`src/rtl/mprot_cfg.svh`:
```
`ifndef MPROT_CFG_SVH
`define MPROT_CFG_SVH

// Control-status register numbers of the protection unit
`define MPROT_CSR_ADDR_W 12
`define MPROT_CSR_CONFIG 12'h3A0
`define MPROT_CSR_BOUND0 12'h3B0
`define MPROT_CSR_BOUND1 12'h3B1
`define MPROT_CSR_BOUND2 12'h3B2
`define MPROT_CSR_BOUND3 12'h3B3

// Number of entries and field layout of one configuration byte
`define MPROT_ENTRIES 4
`define MPROT_CFG_BYTE_W 8
`define MPROT_CFG_LOCK_BIT 7
`define MPROT_CFG_MODE_HI 4
`define MPROT_CFG_MODE_LO 3
`define MPROT_CFG_EXEC_BIT 2
`define MPROT_CFG_WRITE_BIT 1
`define MPROT_CFG_READ_BIT 0
`define MPROT_CFG_PERM_HI 2

// Bits 6:5 are reserved and always read as zero
`define MPROT_CFG_WRITABLE_MASK 8'h9F

// Bound registers hold address bits 33:2; the top two take no part in matching
`define MPROT_BOUND_W 32
`define MPROT_BOUND_USED_W 30

// Reset values
`define MPROT_CFG_BYTE_RESET 8'h00
`define MPROT_BOUND_RESET 32'h0000_0000
`define MPROT_RDATA_RESET 32'h0000_0000

`endif

```
`src/rtl/mprot_pkg.sv`:
```
package mprot_pkg;
    `include "mprot_cfg.svh"

    // Address matching mode held in bits 4:3 of each configuration byte
    typedef enum logic [1:0] {
        MODE_OFF = 2'h0,  // Entry disabled
        MODE_TOP = 2'h1,  // Top of range, lower bound from previous entry
        MODE_WORD = 2'h2,  // Single four-byte word
        MODE_POW2 = 2'h3  // Naturally aligned power-of-two region
    } region_mode_t;

    // One-hot kind of access; each code lines up with its permission bit
    typedef enum logic [2:0] {
        ACC_READ = 3'h1,  // Load
        ACC_WRITE = 3'h2,  // Store
        ACC_EXEC = 3'h4  // Instruction fetch
    } access_kind_t;

    // Whole state of the protection unit
    typedef struct packed {
        logic [`MPROT_ENTRIES-1:0][`MPROT_CFG_BYTE_W-1:0] cfg;  // Configuration bytes
        logic [`MPROT_ENTRIES-1:0][`MPROT_BOUND_W-1:0] bound;  // Bound registers
        logic [`MPROT_BOUND_W-1:0] csr_rdata;  // Read answer
        logic csr_ack;  // CSR answer strobe
        logic csr_err;  // CSR access refused
        logic chk_done;  // Check answer strobe
        logic chk_allow;  // Access permitted
        logic chk_matched;  // Some enabled entry matched
        logic [1:0] chk_entry;  // Index of the deciding entry
        logic sys_exc;  // Exception pulse toward the core
    } unit_state_t;
endpackage

```
`src/rtl/mprot_region_match.sv`:
```
`timescale 1ns/10ps
`default_nettype none

// Address match of one protection entry, purely combinational
module mprot_region_match
    import mprot_pkg::*;
(
    input wire region_mode_t mode,  // Matching mode of this entry
    input wire logic [`MPROT_BOUND_USED_W-1:0] bound_self,  // Own bound, word units
    input wire logic [`MPROT_BOUND_USED_W-1:0] bound_prev,  // Previous bound, word units
    input wire logic [`MPROT_BOUND_USED_W-1:0] word_addr,  // Access address bits 31:2
    output logic hit  // Access falls in this region
);

    logic [`MPROT_BOUND_USED_W-1:0] pow2_mask;  // Low word bits covered by the region

    // Trailing ones plus the next zero give the span: x ^ (x+1)
    always_comb begin
        pow2_mask = bound_self ^ (bound_self + `MPROT_BOUND_USED_W'(1));
    end

    // Mode select; word granularity resolves regions down to four bytes
    always_comb begin
        unique case (mode)
            MODE_OFF: begin
                hit = 1'b0;
            end
            MODE_TOP: begin
                hit = (word_addr >= bound_prev) && (word_addr < bound_self);
            end
            MODE_WORD: begin
                hit = (word_addr == bound_self);
            end
            MODE_POW2: begin
                hit = ((word_addr ^ bound_self) & ~pow2_mask) == '0;
            end
        endcase
    end

endmodule

`default_nettype wire

```
`src/rtl/physical_memory_protect_unit.sv`:
```
`timescale 1ns/10ps
`default_nettype none

module physical_memory_protect_unit
    import mprot_pkg::*;
(
    input wire logic clock,  // Core clock, 100 MHz
    input wire logic rst,  // Asynchronous reset, active high
    input wire logic ce,  // Clock enable, freezes all state when low
    input wire logic csr_valid,  // CSR access request
    input wire logic csr_write,  // Request writes (else read only)
    input wire logic [`MPROT_CSR_ADDR_W-1:0] csr_addr,  // CSR number
    input wire logic [`MPROT_BOUND_W-1:0] csr_wdata,  // Write data
    input wire logic csr_machine,  // Requester runs in machine mode
    output logic [`MPROT_BOUND_W-1:0] csr_rdata,  // Read data
    output logic csr_ack,  // Answer strobe, one cycle
    output logic csr_err,  // Access refused or unmapped
    input wire logic chk_valid,  // Memory access to check
    input wire logic [31:0] chk_addr,  // Physical byte address
    input wire access_kind_t chk_kind,  // Load, store or fetch
    input wire logic chk_machine,  // Access made in machine mode
    output logic chk_done,  // Check answer strobe, one cycle
    output logic chk_allow,  // Access may complete
    output logic chk_matched,  // An enabled entry matched
    output logic [1:0] chk_entry,  // Deciding entry index
    output logic system_exception  // Violation pulse toward the core
);

    // Reset image of the whole state
    localparam unit_state_t STATE_RESET = '{
        cfg: {`MPROT_ENTRIES{`MPROT_CFG_BYTE_RESET}},
        bound: {`MPROT_ENTRIES{`MPROT_BOUND_RESET}},
        csr_rdata: `MPROT_RDATA_RESET,
        default: '0
    };

    unit_state_t st_q;  // Registered state
    unit_state_t st_d;  // Next state

    logic [`MPROT_ENTRIES-1:0] entry_hit;  // Per-entry address match
    logic [`MPROT_ENTRIES-1:0] entry_locked;  // Per-entry lock bit
    logic [`MPROT_ENTRIES-1:0] bound_frozen;  // Bound write-protected
    region_mode_t entry_mode [`MPROT_ENTRIES];  // Per-entry mode field
    logic [`MPROT_BOUND_USED_W-1:0] access_word;  // Access address in word units

    // Physical addresses are 32 bits wide, so bits 33:32 never take part
    assign access_word = chk_addr[31:2];

    // Per-entry decode, lock propagation and address matching
    for (genvar i = 0; i < `MPROT_ENTRIES; i++) begin : g_entry
        logic [`MPROT_BOUND_USED_W-1:0] prev_bound;  // Lower bound for range mode

        assign entry_mode[i] = region_mode_t'(
            st_q.cfg[i][`MPROT_CFG_MODE_HI:`MPROT_CFG_MODE_LO]);
        assign entry_locked[i] = st_q.cfg[i][`MPROT_CFG_LOCK_BIT];

        // Entry 0 counts from address zero in range mode
        if (i == 0) begin : g_first
            assign prev_bound = '0;
        end else begin : g_next
            assign prev_bound = st_q.bound[i-1][`MPROT_BOUND_USED_W-1:0];
        end

        // A bound serving as the floor of a locked range entry is frozen too,
        // otherwise software could slide the lower edge of a locked region
        if (i == `MPROT_ENTRIES - 1) begin : g_last
            assign bound_frozen[i] = entry_locked[i];
        end else begin : g_inner
            assign bound_frozen[i] = entry_locked[i] ||
                (st_q.cfg[i+1][`MPROT_CFG_LOCK_BIT] &&
                 st_q.cfg[i+1][`MPROT_CFG_MODE_HI:`MPROT_CFG_MODE_LO] == MODE_TOP);
        end

        mprot_region_match u_match (
            .mode(entry_mode[i]),
            .bound_self(st_q.bound[i][`MPROT_BOUND_USED_W-1:0]),
            .bound_prev(prev_bound),
            .word_addr(access_word),
            .hit(entry_hit[i])
        );
    end

    // Next-state logic: CSR port and access check
    always_comb begin
        logic found;  // A matching entry was already taken
        logic [1:0] idx;  // Bound register index from CSR number
        logic [`MPROT_CFG_PERM_HI:0] perm;  // Permissions of the deciding entry
        logic enforce;  // Deciding entry applies in this privilege
        logic allow;  // Verdict

        found = 1'b0;
        idx = csr_addr[1:0];
        perm = '0;
        enforce = 1'b0;
        allow = 1'b0;

        st_d = st_q;
        // Strobes last exactly one cycle
        st_d.csr_ack = 1'b0;
        st_d.csr_err = 1'b0;
        st_d.chk_done = 1'b0;
        st_d.sys_exc = 1'b0;

        // CSR access; answer comes one cycle after the request
        if (csr_valid) begin
            st_d.csr_ack = 1'b1;
            st_d.csr_rdata = `MPROT_RDATA_RESET;
            if (!csr_machine) begin
                // Only machine mode may see or change protection state
                st_d.csr_err = 1'b1;
            end else if (csr_addr == `MPROT_CSR_CONFIG) begin
                st_d.csr_rdata = st_q.cfg;
                if (csr_write) begin
                    // Each byte lane updates only while its entry is unlocked
                    for (int i = 0; i < `MPROT_ENTRIES; i++) begin
                        if (!entry_locked[i]) begin
                            st_d.cfg[i] = csr_wdata[i*`MPROT_CFG_BYTE_W +: `MPROT_CFG_BYTE_W]
                                & `MPROT_CFG_WRITABLE_MASK;
                        end
                    end
                end
            end else if (csr_addr[`MPROT_CSR_ADDR_W-1:2] ==
                         `MPROT_CSR_BOUND0 >> 2) begin
                // All 32 bits are stored; matching uses only the low 30
                st_d.csr_rdata = st_q.bound[idx];
                if (csr_write && !bound_frozen[idx]) begin
                    st_d.bound[idx] = csr_wdata;
                end
            end else begin
                // Unmapped CSR number answers with an error and zero data
                st_d.csr_err = 1'b1;
            end
        end

        // Access check: the lowest-numbered enabled match decides
        if (chk_valid) begin
            st_d.chk_done = 1'b1;
            st_d.chk_entry = 2'h0;
            for (int i = 0; i < `MPROT_ENTRIES; i++) begin
                if (!found && entry_hit[i]) begin
                    found = 1'b1;
                    st_d.chk_entry = 2'(i);
                    perm = st_q.cfg[i][`MPROT_CFG_PERM_HI:0];
                    enforce = !chk_machine || entry_locked[i];
                end
            end
            if (found) begin
                // One-hot kind lines up with the read, write and execute bits
                allow = !enforce || ((perm & chk_kind) != '0);
            end else begin
                // Unmatched: machine passes, user is refused
                allow = chk_machine;
            end
            st_d.chk_matched = found;
            st_d.chk_allow = allow;
            st_d.sys_exc = !allow;
        end
    end

    // State register; the clock enable holds everything still
    always_ff @(posedge clock or posedge rst) begin
        if (rst) begin
            st_q <= STATE_RESET;
        end else if (ce) begin
            st_q <= st_d;
        end
    end

    // Outputs straight from the state register
    assign csr_rdata = st_q.csr_rdata;
    assign csr_ack = st_q.csr_ack;
    assign csr_err = st_q.csr_err;
    assign chk_done = st_q.chk_done;
    assign chk_allow = st_q.chk_allow;
    assign chk_matched = st_q.chk_matched;
    assign chk_entry = st_q.chk_entry;
    assign system_exception = st_q.sys_exc;

endmodule

`default_nettype wire

```
`config.mk`:
```
export PLATFORM = sky130hd
export DESIGN_NAME = physical_memory_protect_unit
export DESIGN_NICKNAME = d
export VERILOG_FILES = /design/src/rtl/mprot_pkg.sv /design/src/rtl/mprot_region_match.sv /design/src/rtl/physical_memory_protect_unit.sv
export VERILOG_INCLUDE_DIRS = /design/src /design/src/rtl
export SDC_FILE = /design/constraint.sdc
export NUM_CORES = 1
export LEC_CHECK = 0
export CELL_PAD_IN_SITES_DETAIL_PLACEMENT = 1
export CELL_PAD_IN_SITES_GLOBAL_PLACEMENT = 1
export CORE_MARGIN = 5
export CORE_UTILIZATION = 51
export DETAILED_ROUTE_END_ITERATION = 8
export DONT_BUFFER_PORTS = 1
export PLACE_DENSITY_LB_ADDON = 0.3
export SYNTH_ARGS = -nofsm -noshare
export SYNTH_HDL_FRONTEND = slang
export SYNTH_SLANG_ARGS = --single-unit
```
`constraint.sdc`:
```
create_clock -name clock -period 6.8 [get_ports clock]
set_input_delay 0.34 -clock clock [delete_from_list [all_inputs] [get_ports clock]]
set_output_delay 0.34 -clock clock [all_outputs]
set_load 0.02 [all_outputs]
```
* After elaboration in Yosys (flattened, before gate mapping) *
Index checks and enable logic that the tools add are counted.

word-level totals
  register bits after elaboration = 192
  input bits = 87
  output and inout bits = 40
  word-level logic and storage cells = 164

cells by class
  $add $sub $neg = 4
  $lt $le $gt $ge = 10
  equal/unequal tests = 18
  mux-type cells = 46
  bitwise operators = 22
  reduce and logical (&&, ||, !) cells = 44

operators by type and width
  cell                                                                                   number
  30-bit XOR                                                                             8
  32-bit 2-to-1 mux                                                                      5
  128-bit bitwise mux                                                                    1
  30-bit by 1-bit adder with 30-bit output (second input constant)                       4
  30-bit bitwise AND                                                                     4
  30-bit == test                                                                         4
  30-bit logical NOT                                                                     4
  30-bit less-than comparator                                                            4
  30-bit NOT                                                                             4
  30-bit greater-or-equal comparator                                                     3
  32-bit binary-select mux with 2-bit select                                             1
  32-bit demux with 2-bit select                                                         1
  8-bit 2-to-1 mux                                                                       4
  30-bit by 1-bit greater-or-equal comparator with 1-bit output (second input constant)  1
  6-bit AND reduction                                                                    5
  1-bit 2-to-1 mux                                                                       20
  2-bit == test (second input constant)                                                  8
  1-bit case mux with 4 select lines                                                     4
  3-bit 2-to-1 mux                                                                       5
  12-bit by 10-bit == test with 1-bit output (second input constant)                     1
  1-bit logical AND                                                                      12
  10-bit by 8-bit == test with 1-bit output (second input constant)                      1
  2-bit by 1-bit == test with 1-bit output (second input constant)                       4
  2-bit logical NOT                                                                      4
  other kinds (12)                                                                       32

* Depth between registers and ports, before layout *
  depth after elaboration = 27
  depth in mapped cells = 12
  gate-level depth less buffers = 12

* Cells and area by module *
From an unflattened synthesis, not the netlist that was laid out.

second synthesis, totals
  cell total of the unflattened synthesis = 1694
  area total of the unflattened synthesis = 16469.5 um^2

modules (own cells, without submodules)
  module                        times used  cells each  area each (um^2)  sequential area each (um^2)
  physical_memory_protect_unit  1           590         8577.0            4804.6
  mprot_region_match            4           276         1973.1            0.0

* Worst setup path after synthesis *
OpenSTA, ideal clock, no wires.

  path kind = register -> register
  from = register st_q (netlist bit g_entry[2].prev_bound[1])
  to = register st_q (netlist bit chk_allow)
  library setup time = 0.124 ns
  arrival time = 2.933 ns
  required time = 6.676 ns
  setup slack = 3.743 ns
  cell stages (with the launch flop) = 12
  path buffers = 0
  period minus slack after synthesis = 3.057 ns
  cell sequence = dfrtp_1 > ha_1 > nand3_1 > nor3_2 > a41o_1 > o2111ai_1 > or4_1 > nor4b_4 > nor2_1 > and2_4 > a31o_2 > o31a_1

between the ends
  word-level cells in the longest chain between the ends = 22
  elaborated cells on any way between the ends = 38
  those cells by class = 1 x add/sub; 2 x order compare; 1 x eq/ne; 18 x mux; 5 x bitwise; 11 x reduce/logical

ends and longest elaborated chain
  element                                   RTL line                             source
  from (decl)                               physical_memory_protect_unit.sv:37   unit_state_t st_q;
  from (signal assigned)                    physical_memory_protect_unit.sv:165  st_q <= st_d;
  30-bit by 1-bit adder with 30-bit output  mprot_region_match.sv:19             pow2_mask = bound_self ^ (bound_self + `MPROT_BOUND_USED_W'(1));
  30-bit XOR                                mprot_region_match.sv:19
  30-bit NOT                                mprot_region_match.sv:35             hit = ((word_addr ^ bound_self) & ~pow2_mask) == '0;
  30-bit bitwise AND                        mprot_region_match.sv:35
  30-bit logical NOT                        mprot_region_match.sv:35
  1-bit case mux with 4 select lines        mprot_region_match.sv:24             unique case (mode)
  1-bit logical AND                         physical_memory_protect_unit.sv:140  if (!found && entry_hit[i]) begin
  1-bit 2-to-1 mux                          physical_memory_protect_unit.sv:140
  [... 6 more ...]                          n/a
  1-bit logical AND                         physical_memory_protect_unit.sv:140
  3-bit 2-to-1 mux                          physical_memory_protect_unit.sv:140
  3-bit 2-to-1 mux                          physical_memory_protect_unit.sv:136  if (chk_valid) begin
  3-bit bitwise AND                         physical_memory_protect_unit.sv:149  allow = !enforce || ((perm & chk_kind) != '0);
  3-bit nonzero test                        physical_memory_protect_unit.sv:149
  1-bit logical OR                          physical_memory_protect_unit.sv:149
  1-bit 2-to-1 mux *                        physical_memory_protect_unit.sv:147  if (found) begin
  1-bit 2-to-1 mux *                        physical_memory_protect_unit.sv:136

Mark *: on every way between the ends. The rest lies on a longest branch, timed or not. The select of a mux whose other input is x is not followed.
A chain may end at the register's enable or synchronous reset.

* Final worst setup path *
  from = register st_q (netlist bit g_entry[2].prev_bound[4])
  to = register st_q (netlist bit chk_allow)

Same word-level chain as after synthesis.

==> results.cfg <==
[run_status]
status = finished clean

[power_and_ir_drop]
p_leak_nw = 6.533
peakVddDrop_v = 0.0001480
p_per_area_nw_per_um2 = 170.0

[clock_network]
root_buffer = clkbuf_16
post-cts-setup-buffers = 0
clk_latency_ns = 0.44
clockBufferDepth = 2
cts_tree = built
cts-buffers-inserted = 17
clk_pin_slew_ns = 0.08
clock-sinks = 192
htree_num_levels = 4

[timing]
final.setup.tns_ns = 0
finalCriticalPeriod_ns = 4.390
worstMarginPinSlew_ns = 1.196
fmax_ghz = 0.2278
report.final.slew_viol_count = 0
finalSetupViolCount = 0
period_share_pct = 64.55
relSlewSlack_pct = 19.59
fin_skew_ns = 0.01707
rsz0062_at_grt = false
hold_viol_final = 0
holdWs_ns = 0.01545

[floorplan]
dieWidth_um = 172.3
die_h_um = 172.3
start_util_pct = 51.70
core_um2 = 25980
std_cell_rows = 59
pin_count = 127
dieArea_um2 = 29690

[grt]
gr-total-overflow = 0
antenna_found_initial = 1
grt_pass1_wl_um = 75510
grt_pass1_vias = 11880
grt_max_degree = 123
grt_use_total_pct = 34.05

[synth]
synth_edf_count = 0
netlist_area_um2 = 13440
syn_nets = 1559
netlist_instances = 1348
syn_avg_cell_area_um2 = 9.967
async_flop_share_pct = 100.0
ys.flop_type = dfrtp_1
yosysWarnings = 0
yosysUniqueCellTypes = 87
ys_seq_area_share_pct = 35.76
ys_seq_elements = 192

[final_layout]
syn_to_final_growth_pct = 5.224
final_nets = 1515
layout_common_cells = 192 x dfrtp_1, 138 x inv_1, 124 x ha_1, 99 x nand2_1, 89 x mux2_2
drive_gt1_share_pct = 14.96
final_common_cell = dfrtp_1
diodes = 0
instances_no_fill = 1652

[drt]
ant_nets = 0
drc = 0
drtIter0Drc = 1181
first_pass_iters = 6
viasPerCell = 6.965
post_drt_wl_per_cell_um = 30.35
vias = 11510
wl_um = 50140

[setup_path]
cp_data_arrival_time_ns = 4.71
crit_slowest_cell = nor4_2
critPathMaxFanout = 12
worst_path_largest_cell_delay_ns = 1.01
cp.required_ns = 7.12
worstPathCellList = nand4_2 > nor4_2 > a41o_1 > o2111ai_1 > or4_1 > nor4b_4 > nor2_1 > and2_4 > a31o_2 > o31a_1
start_kind = flop
worst-r2r-cell-count = 10
path_class = flop to flop
cp-end-kind = flop
r2r_slack_ns = 2.41

[placement]
hpwl_um = 38750
dp.cells = 1618
place.gp.congestion = 0.9940
numPortBuffers = 0

[hold_path]
whs_path_depth = 1
hold_path.class = input port to flop

[flow_run]
cap_viol_max_count = 0
[what timing repair did]
item,4_1_cts,5_1_grt
hold buffers,2,0
endpoints found under the hold margin,119,0
gates resized for setup,0,0
[state kept, by name (all words and copies together), names as in the netlist, 2 cells and up]
signal              count
st_q                   50
g_entry.prev_bound     90
csr_rdata              32
entry_mode              8
entry_locked            3
chk_entry               2
[per-layer routing]
metal,track usage (%),vias up,share of wire (%)
li1,-,4946,-
met1,46.69,5905,42
met2,55.70,550,47
met3,5.967,103,8.4
met4,9.979,2,2.8
met5,0,-,0.026
[critical path, delay by kind of cell (launching register included)]
kind | cells | cell delay (ns)
AO/OA/AOI/OAI | 4 | 1.06
flip-flops | 1 | 0.53
AND/OR/NAND/NOR | 6 | 2.67
[synthesized netlist by cell type (all sizes together) (14+ instances only)]
library cell    n  share of area, %
dfrtp         192                36
inv           143               4.0
ha            124                12
mux2          119                10
nand2          99               2.8
a21oi          86               3.2
o21ai          75               2.8
buf            51               2.4
nand4          39               2.0
nand3          36               1.4
nor4           36               2.0
nor2           34              0.95
a31oi          32               1.5
mux4           32               5.4
nor3           30               1.3
clkbuf         22              0.61
a21o           16              0.89
a41oi          16               1.0
and4           14              0.91
[path summary, 6_finish.rpt]
check / start / endpoint
max reg2reg: g_entry[2].prev_bound[4] / chk_allow
min: csr_wdata[31] / bound_frozen[3]
max: g_entry[2].prev_bound[4] / chk_allow
min in group asynchronous: rst / csr_rdata[8]
min reg2reg: st_q[135] / st_q[135]
max in group asynchronous: rst / g_entry[1].prev_bound[16]
[area by class of cell]
type | count | area (um2)
flip-flops and latches | 192 | 4805
repair buffers | 10 | 80.08
clock inverters | 14 | 167.7
fillers | 2848 | 11850
clock buffers | 18 | 429.2
inverters | 143 | 544.3
well taps | 335 | 419.2
multi-input cells | 940 | 7692
[logic make-up after synthesis]
kind of cell    share of synthesized area (%)
simple gates                            14.35
compound gates                          14.92
buf+inv                                 7.031
flops                                   35.76
mux                                     16.26
fa+ha+maj                               11.55
xor+xnor                               0.1304
[per-stage QoR]
| stage | total power [mW] | area (um2) | worst slack, ns | utilization (%) |
|---|---|---|---|---|
| floorplan | 1.320 | 13440 | 1.233 | - |
| global placement | 1.366 | 13520 | 2.609 | 52.03 |
| detailed placement | 1.373 | 13520 | 2.503 | 52.03 |
| CTS | 2.411 | 14140 | 2.437 | 54.41 |
| global route | 2.472 | 14140 | 2.243 | 54.41 |
| finish | 2.404 | 14140 | 2.410 | 54.41 |
[power breakdown]
part,total [mW],internal [mW],leakage [nW],switching [mW]
Sequential,1.15,1.14,2.51,0.00648
Clock,1.05,0.498,0.289,0.549
Combinational,0.206,0.0804,3.73,0.126
Total,2.40,1.72,6.53,0.682
(Power assumes the default switching activity.)
